--- src/rtl/ref_qualify_defs.svh ---
`ifndef REF_QUALIFY_DEFS_SVH
`define REF_QUALIFY_DEFS_SVH
// Register offsets
`define OFS_INHIBIT_LOW 8'h1a
`define OFS_INHIBIT_HIGH 8'h1b
`define OFS_QUALIFY_TIMING 8'h1c
`define OFS_LOOP1_CTRL0 8'h1d
`define OFS_EVENT_STATUS 8'h20
`define OFS_EVENT_MASK 8'h21
// Reset values
`define RST_INHIBIT 8'hff
`define RST_QUALIFY_TIMING 8'h1a
`define RST_EVENT_MASK 8'h00
`define RST_SLOPE_STRATUM 4'h7
// Field positions in the loop control register
`define POS_HITLESS 0
`define POS_BW_LO 1
`define POS_BW_HI 3
`define POS_STRATUM_LO 6
`define POS_STRATUM_HI 7
// Bandwidth codes
`define BW_FAST_LOCK 3'h6
`define BW_890HZ 3'h5
`define BW_28HZ 3'h4
`define BW_STRATUM 3'h7
// Disqualify delay base tick: 0.5 ms at 125 MHz
`define TICK_NS 500000
`define CLK_NS 8
`define TICK_CYCLES (`TICK_NS / `CLK_NS)
`define MIN_DELAY_TICKS 24'h000001
`endif

--- src/rtl/ref_qualify_pkg.sv ---
package ref_qualify_pkg;
	typedef struct packed {
		logic [7:0] addr;
		logic [7:0] wdata;
		logic wr;
		logic rd;
	} host_req_t;
	typedef enum logic [1:0] {
		BW_SRC_TABLE = 2'b00,
		BW_SRC_STRATUM = 2'b01,
		BW_SRC_CAPPED = 2'b10
	} bw_src_t;
	typedef enum logic [1:0] {
		REF_RATE_OTHER = 2'b00,
		REF_RATE_2K = 2'b01,
		REF_RATE_8K = 2'b10
	} ref_rate_t;
endpackage : ref_qualify_pkg

--- src/rtl/ref_qualify_and_loop_ctrl.sv ---
// The address-and-strobe port is this design's own decision.
`timescale 1ns/1ps
`include "ref_qualify_defs.svh"
module ref_qualify_and_loop_ctrl
	import ref_qualify_pkg::*;
(
	input wire logic mclk, // 125 MHz clock
	input wire logic srst, // Synchronous reset, active high
	input wire logic [7:0] hostAddr, // Register address
	input wire logic [7:0] hostWdata, // Write data
	input wire logic hostWr, // Write strobe
	input wire logic hostRd, // Read strobe
	output logic [7:0] hostRdata, // Read data, cycle after strobe
	input wire logic [7:0] coarseFreqFail, // Per-reference monitor fail, async
	input wire logic [7:0] singleCycleFail, // Per-reference monitor fail, async
	input wire logic [1:0] lockedRefRate, // Rate class of locked reference
	input wire logic refSwitch, // Reference switch event, same clock
	input wire logic hitlessEnablePin, // Strap pin, async
	input wire logic slaveEnablePin, // Strap pin, async
	output logic [7:0] refQualified, // Per-reference qualified state
	output logic [7:0] monitorInhibit, // Single-cycle inhibit, refs 7..0
	output logic [7:0] coarseInhibit, // Coarse-frequency inhibit, refs 7..0
	output logic buildOutPhase, // Absorb phase offset on switch
	output logic realignPhase, // Realign to new reference on switch
	output logic [2:0] effBwCode, // Effective bandwidth table code
	output logic [1:0] stratumBw, // Stratum bandwidth code in use
	output bw_src_t bwSource, // Where effective bandwidth comes from
	output logic irq // Level interrupt
);
	// Host request bundle
	host_req_t req; // Register port request

	// Software-visible registers
	logic [7:0] inhibitLow_reg; // Inhibit pairs, references 0..3
	logic [7:0] inhibitHigh_reg; // Inhibit pairs, references 4..7
	logic [7:0] qualTime_reg; // Disqualify code and requalify multiple
	logic [7:0] loopCtrl_reg; // Loop control, hitless and bandwidth
	logic [7:0] evStatus_reg; // Sticky disqualify events
	logic [7:0] evMask_reg; // Interrupt enables for the events

	// Strap capture
	logic [2:0] strapHs_reg; // Hitless pin, three flops
	logic [2:0] strapSlave_reg; // Slave pin, three flops
	logic [1:0] strapAge_reg; // Edges since reset release, saturating
	logic strapDone_reg; // Loop control defaults taken

	// Monitor synchronisers
	logic [7:0] cfS1_reg; // Coarse-frequency, first flop
	logic [7:0] cfS2_reg; // Coarse-frequency, second flop
	logic [7:0] cfS3_reg; // Coarse-frequency, third flop
	logic [7:0] scS1_reg; // Single-cycle, first flop
	logic [7:0] scS2_reg; // Single-cycle, second flop
	logic [7:0] scS3_reg; // Single-cycle, third flop
	logic [7:0] cfAgreed_reg; // Coarse-frequency fail, filtered
	logic [7:0] scAgreed_reg; // Single-cycle fail, filtered

	// Timer state
	logic [15:0] tickCnt_reg; // Cycle count within one tick
	logic tick_reg; // One-cycle pulse every 0.5 ms
	logic [7:0] qualified_reg; // Per-reference qualified state
	logic [7:0] disqualEv; // Reference drops out this cycle
	logic [7:0] requalEv; // Reference returns this cycle
	logic [23:0] disqTicks; // Disqualify delay in ticks
	logic [23:0] reqTicks; // Requalify time in ticks

	// Combinational helpers
	logic [7:0] rdataNext; // Read mux result
	logic [15:0] inhibitAll; // Both inhibit registers, reference order
	logic [7:0] monitorNext; // Single-cycle inhibit per reference
	logic [7:0] coarseNext; // Coarse-frequency inhibit per reference
	logic hitlessDefault; // Strap-derived hitless bit
	logic [2:0] bwDefault; // Strap-derived bandwidth code

	assign req = '{addr: hostAddr, wdata: hostWdata, wr: hostWr, rd: hostRd};

	// Address decode
	wire selLow = req.addr == `OFS_INHIBIT_LOW;
	wire selHigh = req.addr == `OFS_INHIBIT_HIGH;
	wire selQual = req.addr == `OFS_QUALIFY_TIMING;
	wire selLoop = req.addr == `OFS_LOOP1_CTRL0;
	wire selStat = req.addr == `OFS_EVENT_STATUS;
	wire selMask = req.addr == `OFS_EVENT_MASK;

	// Read mux; unmapped addresses read zero
	always_comb begin
		if (selLow) rdataNext = inhibitLow_reg;
		else if (selHigh) rdataNext = inhibitHigh_reg;
		else if (selQual) rdataNext = qualTime_reg;
		else if (selLoop) rdataNext = loopCtrl_reg;
		else if (selStat) rdataNext = evStatus_reg;
		else if (selMask) rdataNext = evMask_reg;
		else rdataNext = 8'h00;
	end

	// Read data stands one cycle, zero otherwise
	always_ff @(posedge mclk) begin
		if (srst) begin
			hostRdata <= 8'h00;
		end else if (req.rd) begin
			hostRdata <= rdataNext;
		end else begin
			hostRdata <= 8'h00;
		end
	end

	// Strap pins pass three flops; second and third must agree
	always_ff @(posedge mclk) begin
		if (srst) begin
			strapHs_reg <= 3'h0;
			strapSlave_reg <= 3'h0;
		end else begin
			strapHs_reg <= {strapHs_reg[1:0], hitlessEnablePin};
			strapSlave_reg <= {strapSlave_reg[1:0], slaveEnablePin};
		end
	end

	// Chain holds real pin samples only three edges after release;
	// before that the reset zeros would look like a settled strap.
	always_ff @(posedge mclk) begin
		if (srst) begin
			strapAge_reg <= 2'h0;
		end else if (strapAge_reg != 2'h3) begin
			strapAge_reg <= strapAge_reg + 2'h1;
		end
	end
	wire strapFull = strapAge_reg == 2'h3;
	wire strapStable = (strapHs_reg[1] == strapHs_reg[2])
		&& (strapSlave_reg[1] == strapSlave_reg[2]);
	assign hitlessDefault = !(strapHs_reg[2] && !strapSlave_reg[2]);
	assign bwDefault = strapSlave_reg[2] ? `BW_890HZ : `BW_FAST_LOCK;

	// Inhibit masks and qualify timing
	always_ff @(posedge mclk) begin
		if (srst) begin
			inhibitLow_reg <= `RST_INHIBIT;
			inhibitHigh_reg <= `RST_INHIBIT;
			qualTime_reg <= `RST_QUALIFY_TIMING;
		end else if (req.wr) begin
			if (selLow) inhibitLow_reg <= req.wdata;
			if (selHigh) inhibitHigh_reg <= req.wdata;
			if (selQual) qualTime_reg <= {2'b00, req.wdata[5:0]};
		end
	end

	// Loop control: defaults captured from straps after reset release.
	// Capture waits for the straps to settle, then is done once.
	always_ff @(posedge mclk) begin
		if (srst) begin
			loopCtrl_reg <= 8'h00;
			strapDone_reg <= 1'b0;
		end else if (!strapDone_reg) begin
			// Slope field unlimited, stratum field at its default
			if (strapFull && strapStable) begin
				loopCtrl_reg <= {`RST_SLOPE_STRATUM, bwDefault, hitlessDefault};
				strapDone_reg <= 1'b1;
			end
		end else if (req.wr && selLoop) begin
			loopCtrl_reg <= req.wdata;
		end
	end

	// Base tick of 0.5 ms
	always_ff @(posedge mclk) begin
		if (srst || tickCnt_reg == 16'(`TICK_CYCLES - 1)) tickCnt_reg <= 16'h0000;
		else tickCnt_reg <= tickCnt_reg + 16'h0001;
	end

	// Tick pulse registered to keep the compare off the timer path
	always_ff @(posedge mclk) begin
		if (srst) tick_reg <= 1'b0;
		else tick_reg <= tickCnt_reg == 16'(`TICK_CYCLES - 1);
	end

	// Disqualify delay in 0.5 ms ticks
	always_comb begin
		// Code zero uses the single tick, the shortest the timer can do
		case (qualTime_reg[3:0])
		4'h0: disqTicks = `MIN_DELAY_TICKS;
		4'h1: disqTicks = 24'd1;
		4'h2: disqTicks = 24'd2;
		4'h3: disqTicks = 24'd10;
		4'h4: disqTicks = 24'd20;
		4'h5: disqTicks = 24'd100;
		4'h6: disqTicks = 24'd200;
		4'h7: disqTicks = 24'd1000;
		4'h8: disqTicks = 24'd2000;
		4'h9: disqTicks = 24'd4000;
		4'ha: disqTicks = 24'd5000;
		4'hb: disqTicks = 24'd8000;
		4'hc: disqTicks = 24'd16000;
		4'hd: disqTicks = 24'd32000;
		4'he: disqTicks = 24'd64000;
		default: disqTicks = 24'd128000;
		endcase
	end

	// Requalify multiple
	always_comb begin
		// Shifts keep the multiple exact; 64 s times 32 still fits
		case (qualTime_reg[5:4])
		2'h0: reqTicks = disqTicks << 1;
		2'h1: reqTicks = disqTicks << 2;
		2'h2: reqTicks = disqTicks << 4;
		default: reqTicks = disqTicks << 5;
		endcase
	end

	assign inhibitAll = {inhibitHigh_reg, inhibitLow_reg};

	// Monitor inputs pass three flops each
	// A level seen by one flop only is not taken as a failure
	always_ff @(posedge mclk) begin
		if (srst) begin
			cfS1_reg <= 8'h00;
			cfS2_reg <= 8'h00;
			cfS3_reg <= 8'h00;
			scS1_reg <= 8'h00;
			scS2_reg <= 8'h00;
			scS3_reg <= 8'h00;
		end else begin
			cfS1_reg <= coarseFreqFail;
			cfS2_reg <= cfS1_reg;
			cfS3_reg <= cfS2_reg;
			scS1_reg <= singleCycleFail;
			scS2_reg <= scS1_reg;
			scS3_reg <= scS2_reg;
		end
	end

	// Per-reference integrating timer
	genvar g;
	generate
		for (g = 0; g < 8; g++) begin : gRef
			logic [23:0] failCnt_reg, cleanCnt_reg;
			logic cfOk, scOk;
			assign cfOk = cfS2_reg[g] == cfS3_reg[g];
			assign scOk = scS2_reg[g] == scS3_reg[g];
			always_ff @(posedge mclk) begin
				if (srst) begin
					cfAgreed_reg[g] <= 1'b0;
					scAgreed_reg[g] <= 1'b0;
				end else begin
					if (cfOk) cfAgreed_reg[g] <= cfS3_reg[g];
					if (scOk) scAgreed_reg[g] <= scS3_reg[g];
				end
			end
			// Low bit gates single-cycle, high bit coarse-frequency
			wire failing = (scAgreed_reg[g] && !inhibitAll[2*g])
				|| (cfAgreed_reg[g] && !inhibitAll[2*g+1]);
			// Split each pair for the registered outputs
			assign monitorNext[g] = inhibitAll[2*g];
			assign coarseNext[g] = inhibitAll[2*g+1];
			// Terminal count checked on the tick that would reach it
			assign disqualEv[g] = qualified_reg[g] && failing && tick_reg
				&& failCnt_reg + 24'd1 >= disqTicks;
			assign requalEv[g] = !qualified_reg[g] && !failing && tick_reg
				&& cleanCnt_reg + 24'd1 >= reqTicks;
			// A change of failing state restarts the other count
			always_ff @(posedge mclk) begin
				if (srst) begin
					failCnt_reg <= 24'h000000;
					cleanCnt_reg <= 24'h000000;
					qualified_reg[g] <= 1'b0;
				end else if (disqualEv[g]) begin
					qualified_reg[g] <= 1'b0;
					failCnt_reg <= 24'h000000;
					cleanCnt_reg <= 24'h000000;
				end else if (requalEv[g]) begin
					qualified_reg[g] <= 1'b1;
					failCnt_reg <= 24'h000000;
					cleanCnt_reg <= 24'h000000;
				end else if (failing) begin
					cleanCnt_reg <= 24'h000000;
					if (tick_reg) failCnt_reg <= failCnt_reg + 24'd1;
				end else begin
					failCnt_reg <= 24'h000000;
					if (tick_reg) cleanCnt_reg <= cleanCnt_reg + 24'd1;
				end
			end
		end
	endgenerate

	// Write-one-to-clear bits, then new events; set wins over clear
	wire [7:0] statusClear = (req.wr && selStat) ? req.wdata : 8'h00;
	wire [7:0] statusNext = (evStatus_reg & ~statusClear) | disqualEv;

	// Event status: disqualify per reference
	always_ff @(posedge mclk) begin
		if (srst) evStatus_reg <= 8'h00;
		else evStatus_reg <= statusNext;
	end

	// Interrupt enables
	always_ff @(posedge mclk) begin
		if (srst) evMask_reg <= `RST_EVENT_MASK;
		else if (req.wr && selMask) evMask_reg <= req.wdata;
	end

	// Bandwidth resolution with rate caps
	wire [2:0] bwField = loopCtrl_reg[`POS_BW_HI:`POS_BW_LO];
	wire capTo14 = (bwField == `BW_28HZ || bwField == `BW_890HZ)
		&& lockedRefRate == REF_RATE_2K;
	wire capTo56 = bwField == `BW_890HZ && lockedRefRate == REF_RATE_8K;
	logic [2:0] effBwNext;
	bw_src_t srcNext;
	always_comb begin
		effBwNext = bwField;
		srcNext = BW_SRC_TABLE;
		if (bwField == `BW_STRATUM) srcNext = BW_SRC_STRATUM;
		else if (capTo14) begin
			effBwNext = 3'h3;
			srcNext = BW_SRC_CAPPED;
		end else if (capTo56) srcNext = BW_SRC_CAPPED; // 56 Hz has no table code
	end

	// Inhibit outputs, registered so every output leaves a flop
	always_ff @(posedge mclk) begin
		if (srst) begin
			monitorInhibit <= `RST_INHIBIT;
			coarseInhibit <= `RST_INHIBIT;
		end else begin
			monitorInhibit <= monitorNext;
			coarseInhibit <= coarseNext;
		end
	end

	// Qualified state and switch pulses; pulses last as long as refSwitch, one cycle late
	always_ff @(posedge mclk) begin
		if (srst) begin
			refQualified <= 8'h00;
			buildOutPhase <= 1'b0;
			realignPhase <= 1'b0;
		end else begin
			refQualified <= qualified_reg;
			buildOutPhase <= refSwitch && !loopCtrl_reg[`POS_HITLESS];
			realignPhase <= refSwitch && loopCtrl_reg[`POS_HITLESS];
		end
	end

	// Bandwidth outputs follow the control register one cycle late
	always_ff @(posedge mclk) begin
		if (srst) begin
			effBwCode <= 3'h0;
			stratumBw <= 2'h1;
			bwSource <= BW_SRC_TABLE;
		end else begin
			effBwCode <= effBwNext;
			// Reserved code 11 held at the default
			stratumBw <= (loopCtrl_reg[`POS_STRATUM_HI:`POS_STRATUM_LO] == 2'h3) ? 2'h1
				: loopCtrl_reg[`POS_STRATUM_HI:`POS_STRATUM_LO];
			bwSource <= srcNext;
		end
	end

	// Level interrupt from any enabled sticky event
	always_ff @(posedge mclk) begin
		if (srst) irq <= 1'b0;
		else irq <= |(evStatus_reg & evMask_reg);
	end
endmodule : ref_qualify_and_loop_ctrl

--- config.mk ---
export PLATFORM = sky130hd
export DESIGN_NAME = ref_qualify_and_loop_ctrl
export DESIGN_NICKNAME = d
export VERILOG_FILES = /design/src/rtl/ref_qualify_pkg.sv /design/src/rtl/ref_qualify_and_loop_ctrl.sv
export VERILOG_INCLUDE_DIRS = /design/src /design/src/rtl
export SDC_FILE = /design/constraint.sdc
export NUM_CORES = 2
export LEC_CHECK = 0
export BUFFER_PORTS_ARGS = -buffer_cell sky130_fd_sc_hd__buf_2
export CORE_ASPECT_RATIO = 0.5
export CORE_MARGIN = 2
export CORE_UTILIZATION = 50
export CTS_BUF_LIST = sky130_fd_sc_hd__clkbuf_4
export DETAILED_ROUTE_END_ITERATION = 10
export PLACE_DENSITY = 0.69
export SLEW_MARGIN = 5
export SYNTH_ARGS = -nofsm -noshare
export SYNTH_HDL_FRONTEND = slang
export SYNTH_SLANG_ARGS = --single-unit
--- constraint.sdc ---
create_clock -name mclk -period 3.8 [get_ports mclk]
set_clock_uncertainty 0.1 [all_clocks]
set_input_delay 0.76 -clock mclk [delete_from_list [all_inputs] [get_ports mclk]]
set_output_delay 0.76 -clock mclk [all_outputs]
set_load 0.005 [all_outputs]
[After elaboration in Yosys (flattened, before gate mapping)]
Memories as Yosys holds them, arrays and structs flattened. A register that Yosys moved wholly into a read port is not among the register bits.
Index checks and enable logic that the tools add are counted.
Operators by class
  add/subtract/negate cells: 18
  multiply operators: 0
  div/mod/pow operators: 0
  magnitude comparators: 16
  eq/ne operators: 36
  shift-type cells: 0
  mux-type cells: 21
  bitwise gates (word level): 13
  reductions and logical operators: 153
Operators by type and width (number)
  $add 24x1->24 const B: 16
  $ge 24x24->1: 16
  $mux 8: 10
  $logic_and 1x1->1: 74
  $pmux 24 s3: 1
  $reduce_or 4->1: 16
  $logic_not 1->1: 35
  $eq 8x5->1 const B: 4
  $reduce_or 2->1: 11
  $eq 1x1->1: 18
  $add 16x1->16 const B: 1
  $and 8x8->8: 2
  $eq 16x16->1 const B: 1
  $eq 8x6->1 const B: 2
  $logic_or 1x1->1: 10
  $eq 3x3->1 const B: 3
  $not 1->1: 9
  $eq 2x2->1 const B: 4
  $mux 4: 2
  $not 8->8: 1
  $or 8x8->8: 1
  $reduce_and 2->1: 4
  $reduce_or 8->1: 1
  $mux 2: 3
  8 further kinds: 12
Word-level totals
  bits in registers: 570
  bits in latches: 0
  bits in writable memories: 0
  ROM bits: 272
  bits of input ports: 41
  output and inout bits: 42
  word-level logic and storage cells: 327
  memories: 1
Memories
  (no name shown): depth 16, bits a word 17, read ports 1, clocked after Yosys merged registers in 1, write ports 0, line ref_qualify_and_loop_ctrl.sv:177  | case (qualTime_reg[3:0])

[Depth between registers and ports, before layout]
  word-level depth: 8
  gate-level depth with buffers: 17
  mapped depth without buffers: 15

[Worst setup path before layout]
OpenSTA, ideal clock, no wires.
  path kind: flip-flop to flip-flop
  start: register gRef[1].failCnt_reg[0]
  end: register gRef[1].failCnt_reg[10]
  library setup time: 64 ps
  arrival: 3663 ps
  data required time: 3636 ps
  setup slack: -27 ps
  cell stages (with the launch flop): 17
  buffers on the path: 2
  period minus slack after synthesis: 3827 ps
  cell sequence: dfxtp_1 ha_1 clkbuf_1 inv_1 nor3_2 and3_1 and3_1 nand3_1 xnor2_1 ha_1 a21o_1 a221oi_1 o21ai_0 a2111o_1 a311o_1 buf_2 nor2_1
Between the ends
  word-level cells in the longest chain between the ends: 4
Ends and longest elaborated chain
  start, declared: line ref_qualify_and_loop_ctrl.sv:234  | logic [23:0] failCnt_reg, cleanCnt_reg;
  start signal, assigned: line ref_qualify_and_loop_ctrl.sv:274  | if (tick_reg) failCnt_reg <= failCnt_reg + 24'd1;
  $add 24x1->24 *: line ref_qualify_and_loop_ctrl.sv:255, ref_qualify_and_loop_ctrl.sv:274
  $ge 24x24->1: line ref_qualify_and_loop_ctrl.sv:255  | && failCnt_reg + 24'd1 >= disqTicks;
  $logic_and 1x1->1: line ref_qualify_and_loop_ctrl.sv:255
  $reduce_or 4->1 (no source line)
Every way passes the cells marked *; elsewhere a longest branch is shown, timed or not.
A chain may end at the register's enable or synchronous reset.

[Worst setup path after layout]
  start: register gRef[3].failCnt_reg[5]
  end: register gRef[3].failCnt_reg[14]
Between the ends
  word-level cells in the longest chain between the ends: 4
Ends and longest elaborated chain (line)
  start, declared: ref_qualify_and_loop_ctrl.sv:234
  start signal, assigned: ref_qualify_and_loop_ctrl.sv:274
  $add 24x1->24 *: ref_qualify_and_loop_ctrl.sv:255, ref_qualify_and_loop_ctrl.sv:274
  $ge 24x24->1: ref_qualify_and_loop_ctrl.sv:255
  $logic_and 1x1->1: ref_qualify_and_loop_ctrl.sv:255
  $reduce_or 4->1 (no source line)
Marked as above.

==> results.yml <==
status:
  outcome: "finished with violations"
  violations: "setup timing"
worst_setup_path:
  critPathMaxStageDelay_ps: 580
  worstPathArrival_ps: 4670
  crit_chain: "nand4_1, nor3_2, and3_4, and3_4, nand3_1, xnor2_1, ha_1, nand3_1, nand2_1, a21oi_2, o21ai_2, a221o_1, o41a_1, buf_12, nor3_2"
  end_kind: "flip-flop"
  path_max_fanout: 5
  slowest_stage: "o41a_1"
  cp-start-kind: "flip-flop"
  timing.critical_path.buf_inv: 1
  worstPathRequired_ps: 4610
  critical_path.top_delay_family: "simple AND/OR/NAND/NOR gates"
  path_class: "reg2reg"
sta:
  final.setup.worst_slack_ps: -58.4
  hold_viol_final: 0
  timing.hold.ws_ps: 105
  rsz0062_at_grt: "yes"
  fmax_mhz: 259
  finalCritPeriodShare_pct: 102
  slew_headroom_pct: 19.9
  worst_slew_pin_slew_ps: 1200
  setup_violations: 24
  drv_slew: 0
  min_period_ps: 3860
yosys:
  synth_edf_count: 0
  synthDistinctLibCells: 98
  ys_warn_count: 0
  synth-seq-cells: 587
  yosysSeqAreaShare_pct: 31.8
  syn_inst: 4436
  synth.area.top_cells: "dfxtp_1 32%, ha_1 11%, xor2_1 9.0%"
  synth_largest_area_cell: "dfxtp_1"
  synth_ff_type: "dfxtp_1"
  synth_top_area_share_pct: 31.8
  avgSynthCellArea_um2: 8.34
  synth.cell_area_um2: 37000
  synth-async-reset-ratio_pct: 0
  syn_nets: 4797
finish:
  seq_area_um2: 11800
  multi_input_area_um2: 24200
  fin_util_pct: 57.9
  area_delta_synth_final_pct: 14.4
  nFillCells: 6561
  layout-drive-gt1-share_pct: 15.7
  layout.nets: 5060
grt:
  grt_pass1_wl_um: 163000
  grt_max_degree: 94
  grt_pass1_vias: 31700
  grt_util_all_layers_pct: 26.3
  overflow: 0
  antenna_found_initial: 2
clock_tree:
  htree_levels: 4
  clock_latency_ps: 1050
  cts_tree: "done"
  clk_pin_slew_ps: 70
  cts.sinks: 587
  clockBufferDepth: 3
  cts_buffers: 145
  cts_root_buffer: "clkbuf_4"
routing:
  drcViolationCount: 0
  vias: 33100
  ant_nets: 0
  drt_iter0_markers: 2598
  avgRoutedWirePerCell_um: 17.8
  wl_um: 103000
  drtPass1Iterations: 5
  vias_per_cell: 5.73
power_and_ir_drop:
  leakagePower_nw: 17.1
  ir_drop_mv: 0.301
  p_per_area_nw_per_um2: 284
  clockPowerShare_pct: 46.1
  p_switching_mw: 2.99
  comb_power_share_pct: 2.2
  intPower_mw: 9.04
  switching_share_pct: 24.9
  seqPwrFrac_pct: 51.7
job:
  maxCapViolations: 0
die:
  row_count: 70
  die_area_um2: 76300
  fp.dieW_um: 389
  initial_core_util_pct: 50.6
  die_height_um: 196
  coreArea_um2: 73100
  io_pins: 83
min_path:
  hold_path_class: "in2reg"
placement:
  gp_congestion: 0.917
  io_buffer_count: 82
  place_hpwl_um: 71800
-- metal layers --
metal / track usage (%) / wire length, um
met1: 35.4 / 47000
met2: 41.9 / 45600
met3: 5.36 / 7250
met4: 9.31 / 2830
met5: 0 / 0
-- cell type report --
class,count,share of cell area (%)
flip-flops and latches,587,27.9
inverters,108,0.967
clock buffers,208,3.69
diodes,6,0.0355
well taps,972,2.87
clock inverters,46,0.721
repair buffers,361,6.60
multi-input cells,3496,57.3
-- metrics by stage --
| step | cell area (um^2) | power (mW) | instances | setup WS (ps) | TNS (ps) |
|---|---|---|---|---|---|
| 2_1_floorplan | 37000 | 6.49 | 4436 | 50.3 | 0 |
| 3_3_place_gp | 39500 | 6.59 | 5473 | 47.6 | 0 |
| 3_5_place_dp | 39500 | 6.60 | 5473 | -28.8 | -361 |
| 4_1_cts | 41700 | 12.2 | 5762 | 11.8 | 0 |
| 5_1_grt | 42300 | 12.5 | 5784 | -187 | -4360 |
| 6_report | 42300 | 12.0 | 5784 | -58.4 | -692 |
-- cells in the mapped netlist (14+ instances only) --
cell / n
clkbuf_1: 157
dfxtp_1: 587
nor4_2: 20
nand4_1: 158
a21oi_1: 139
ha_1: 320
nor2_1: 384
and2_1: 39
or2_2: 24
inv_1: 106
or3_1: 22
xnor2_1: 302
xor2_1: 381
and4_1: 41
a31oi_1: 23
a211oi_1: 26
nor2b_1: 77
o21ai_0: 101
o211ai_1: 22
o21a_1: 19
a221oi_1: 14
nor3_2: 17
and3_1: 108
buf_2: 72
nand2_1: 453
mux2i_1: 38
nor3_1: 219
a21o_1: 30
nand3_1: 262
nor4_1: 48
-- worst reg2reg max path: stages, from the launching register on --
cell	delay, ps
dfxtp_2	370
nand4_1	220
nor3_2	300
and3_4	240
and3_4	220
nand3_1	100
xnor2_1	170
ha_1	340
nand3_1	90
nand2_1	70
a21oi_2	140
o21ai_2	90
a221o_1	340
o41a_1	580
buf_12	230
nor3_2	180
-- cell usage in the layout (no fill, tap or decap), drive strengths merged, types with 10 or more instances in the layout --
cell type / count
nor2: 384
dfxtp: 587
nand4: 161
or3: 22
and3: 108
a2111oi: 15
a21oi: 144
ha: 320
buf: 325
nand2b: 10
nand3: 263
nor3: 238
clkbuf: 210
xnor2: 302
mux2i: 39
a21o: 30
a221oi: 14
nor3b: 13
clkinv: 36
or2: 26
and4: 41
nor4: 69
o21a: 19
dlygate4sd3: 34
xor2: 381
o21ai: 104
a211oi: 28
and2: 40
o211ai: 22
inv: 112
nor2b: 78
nand2: 453
a31oi: 24
-- logic make-up (layout without fill, tap and decap cells) --
| logic type | count (synthesis) | count (layout) | share of synthesized area (%) |
|---|---|---|---|
| simple gates | 1927 | 1927 | 26.4 |
| mux | 49 | 49 | 1.40 |
| xor+xnor | 685 | 685 | 16.3 |
| fa+ha+maj | 320 | 320 | 10.8 |
| flops | 587 | 587 | 31.8 |
| other cells | 0 | 6 | 0 |
| compound gates | 513 | 515 | 9.35 |
| buf+inv | 355 | 723 | 3.91 |
-- timing repair --
item | 4_1_cts | 5_1_grt
hold buffers | 34 | 0
pin swaps | 2 | 25
gates resized for setup | 8 | 108
buffers inserted | 0 | 12
setup endpoints to repair | 64 | 360
gates cloned | 1 | 4
endpoints found under the hold margin | 65 | 0
-- power by group through the flow --
stage               Clock [mW]  Combinational (mW)  Sequential [mW]
finish                    5.55               0.268             6.22
global route              6.01               0.290             6.22
CTS                       5.67               0.265             6.22
detailed placement           0               0.239             6.36
global placement             0               0.233             6.36
floorplan                    0               0.141             6.35
-- worst paths after layout --
path	from	endpoint	slack [ps]	depth (start not counted)
worst min-delay path	hostWr	evMask_reg[5]	110	4
worst max register to register	gRef[3].failCnt_reg[5]	gRef[3].failCnt_reg[14]	-60	15
worst min register to register	scS1_reg[4]	scS2_reg[4]	320	1
worst max-delay path	gRef[3].failCnt_reg[5]	gRef[3].failCnt_reg[14]	-60	15
Power figures use the tool's default switching activity.
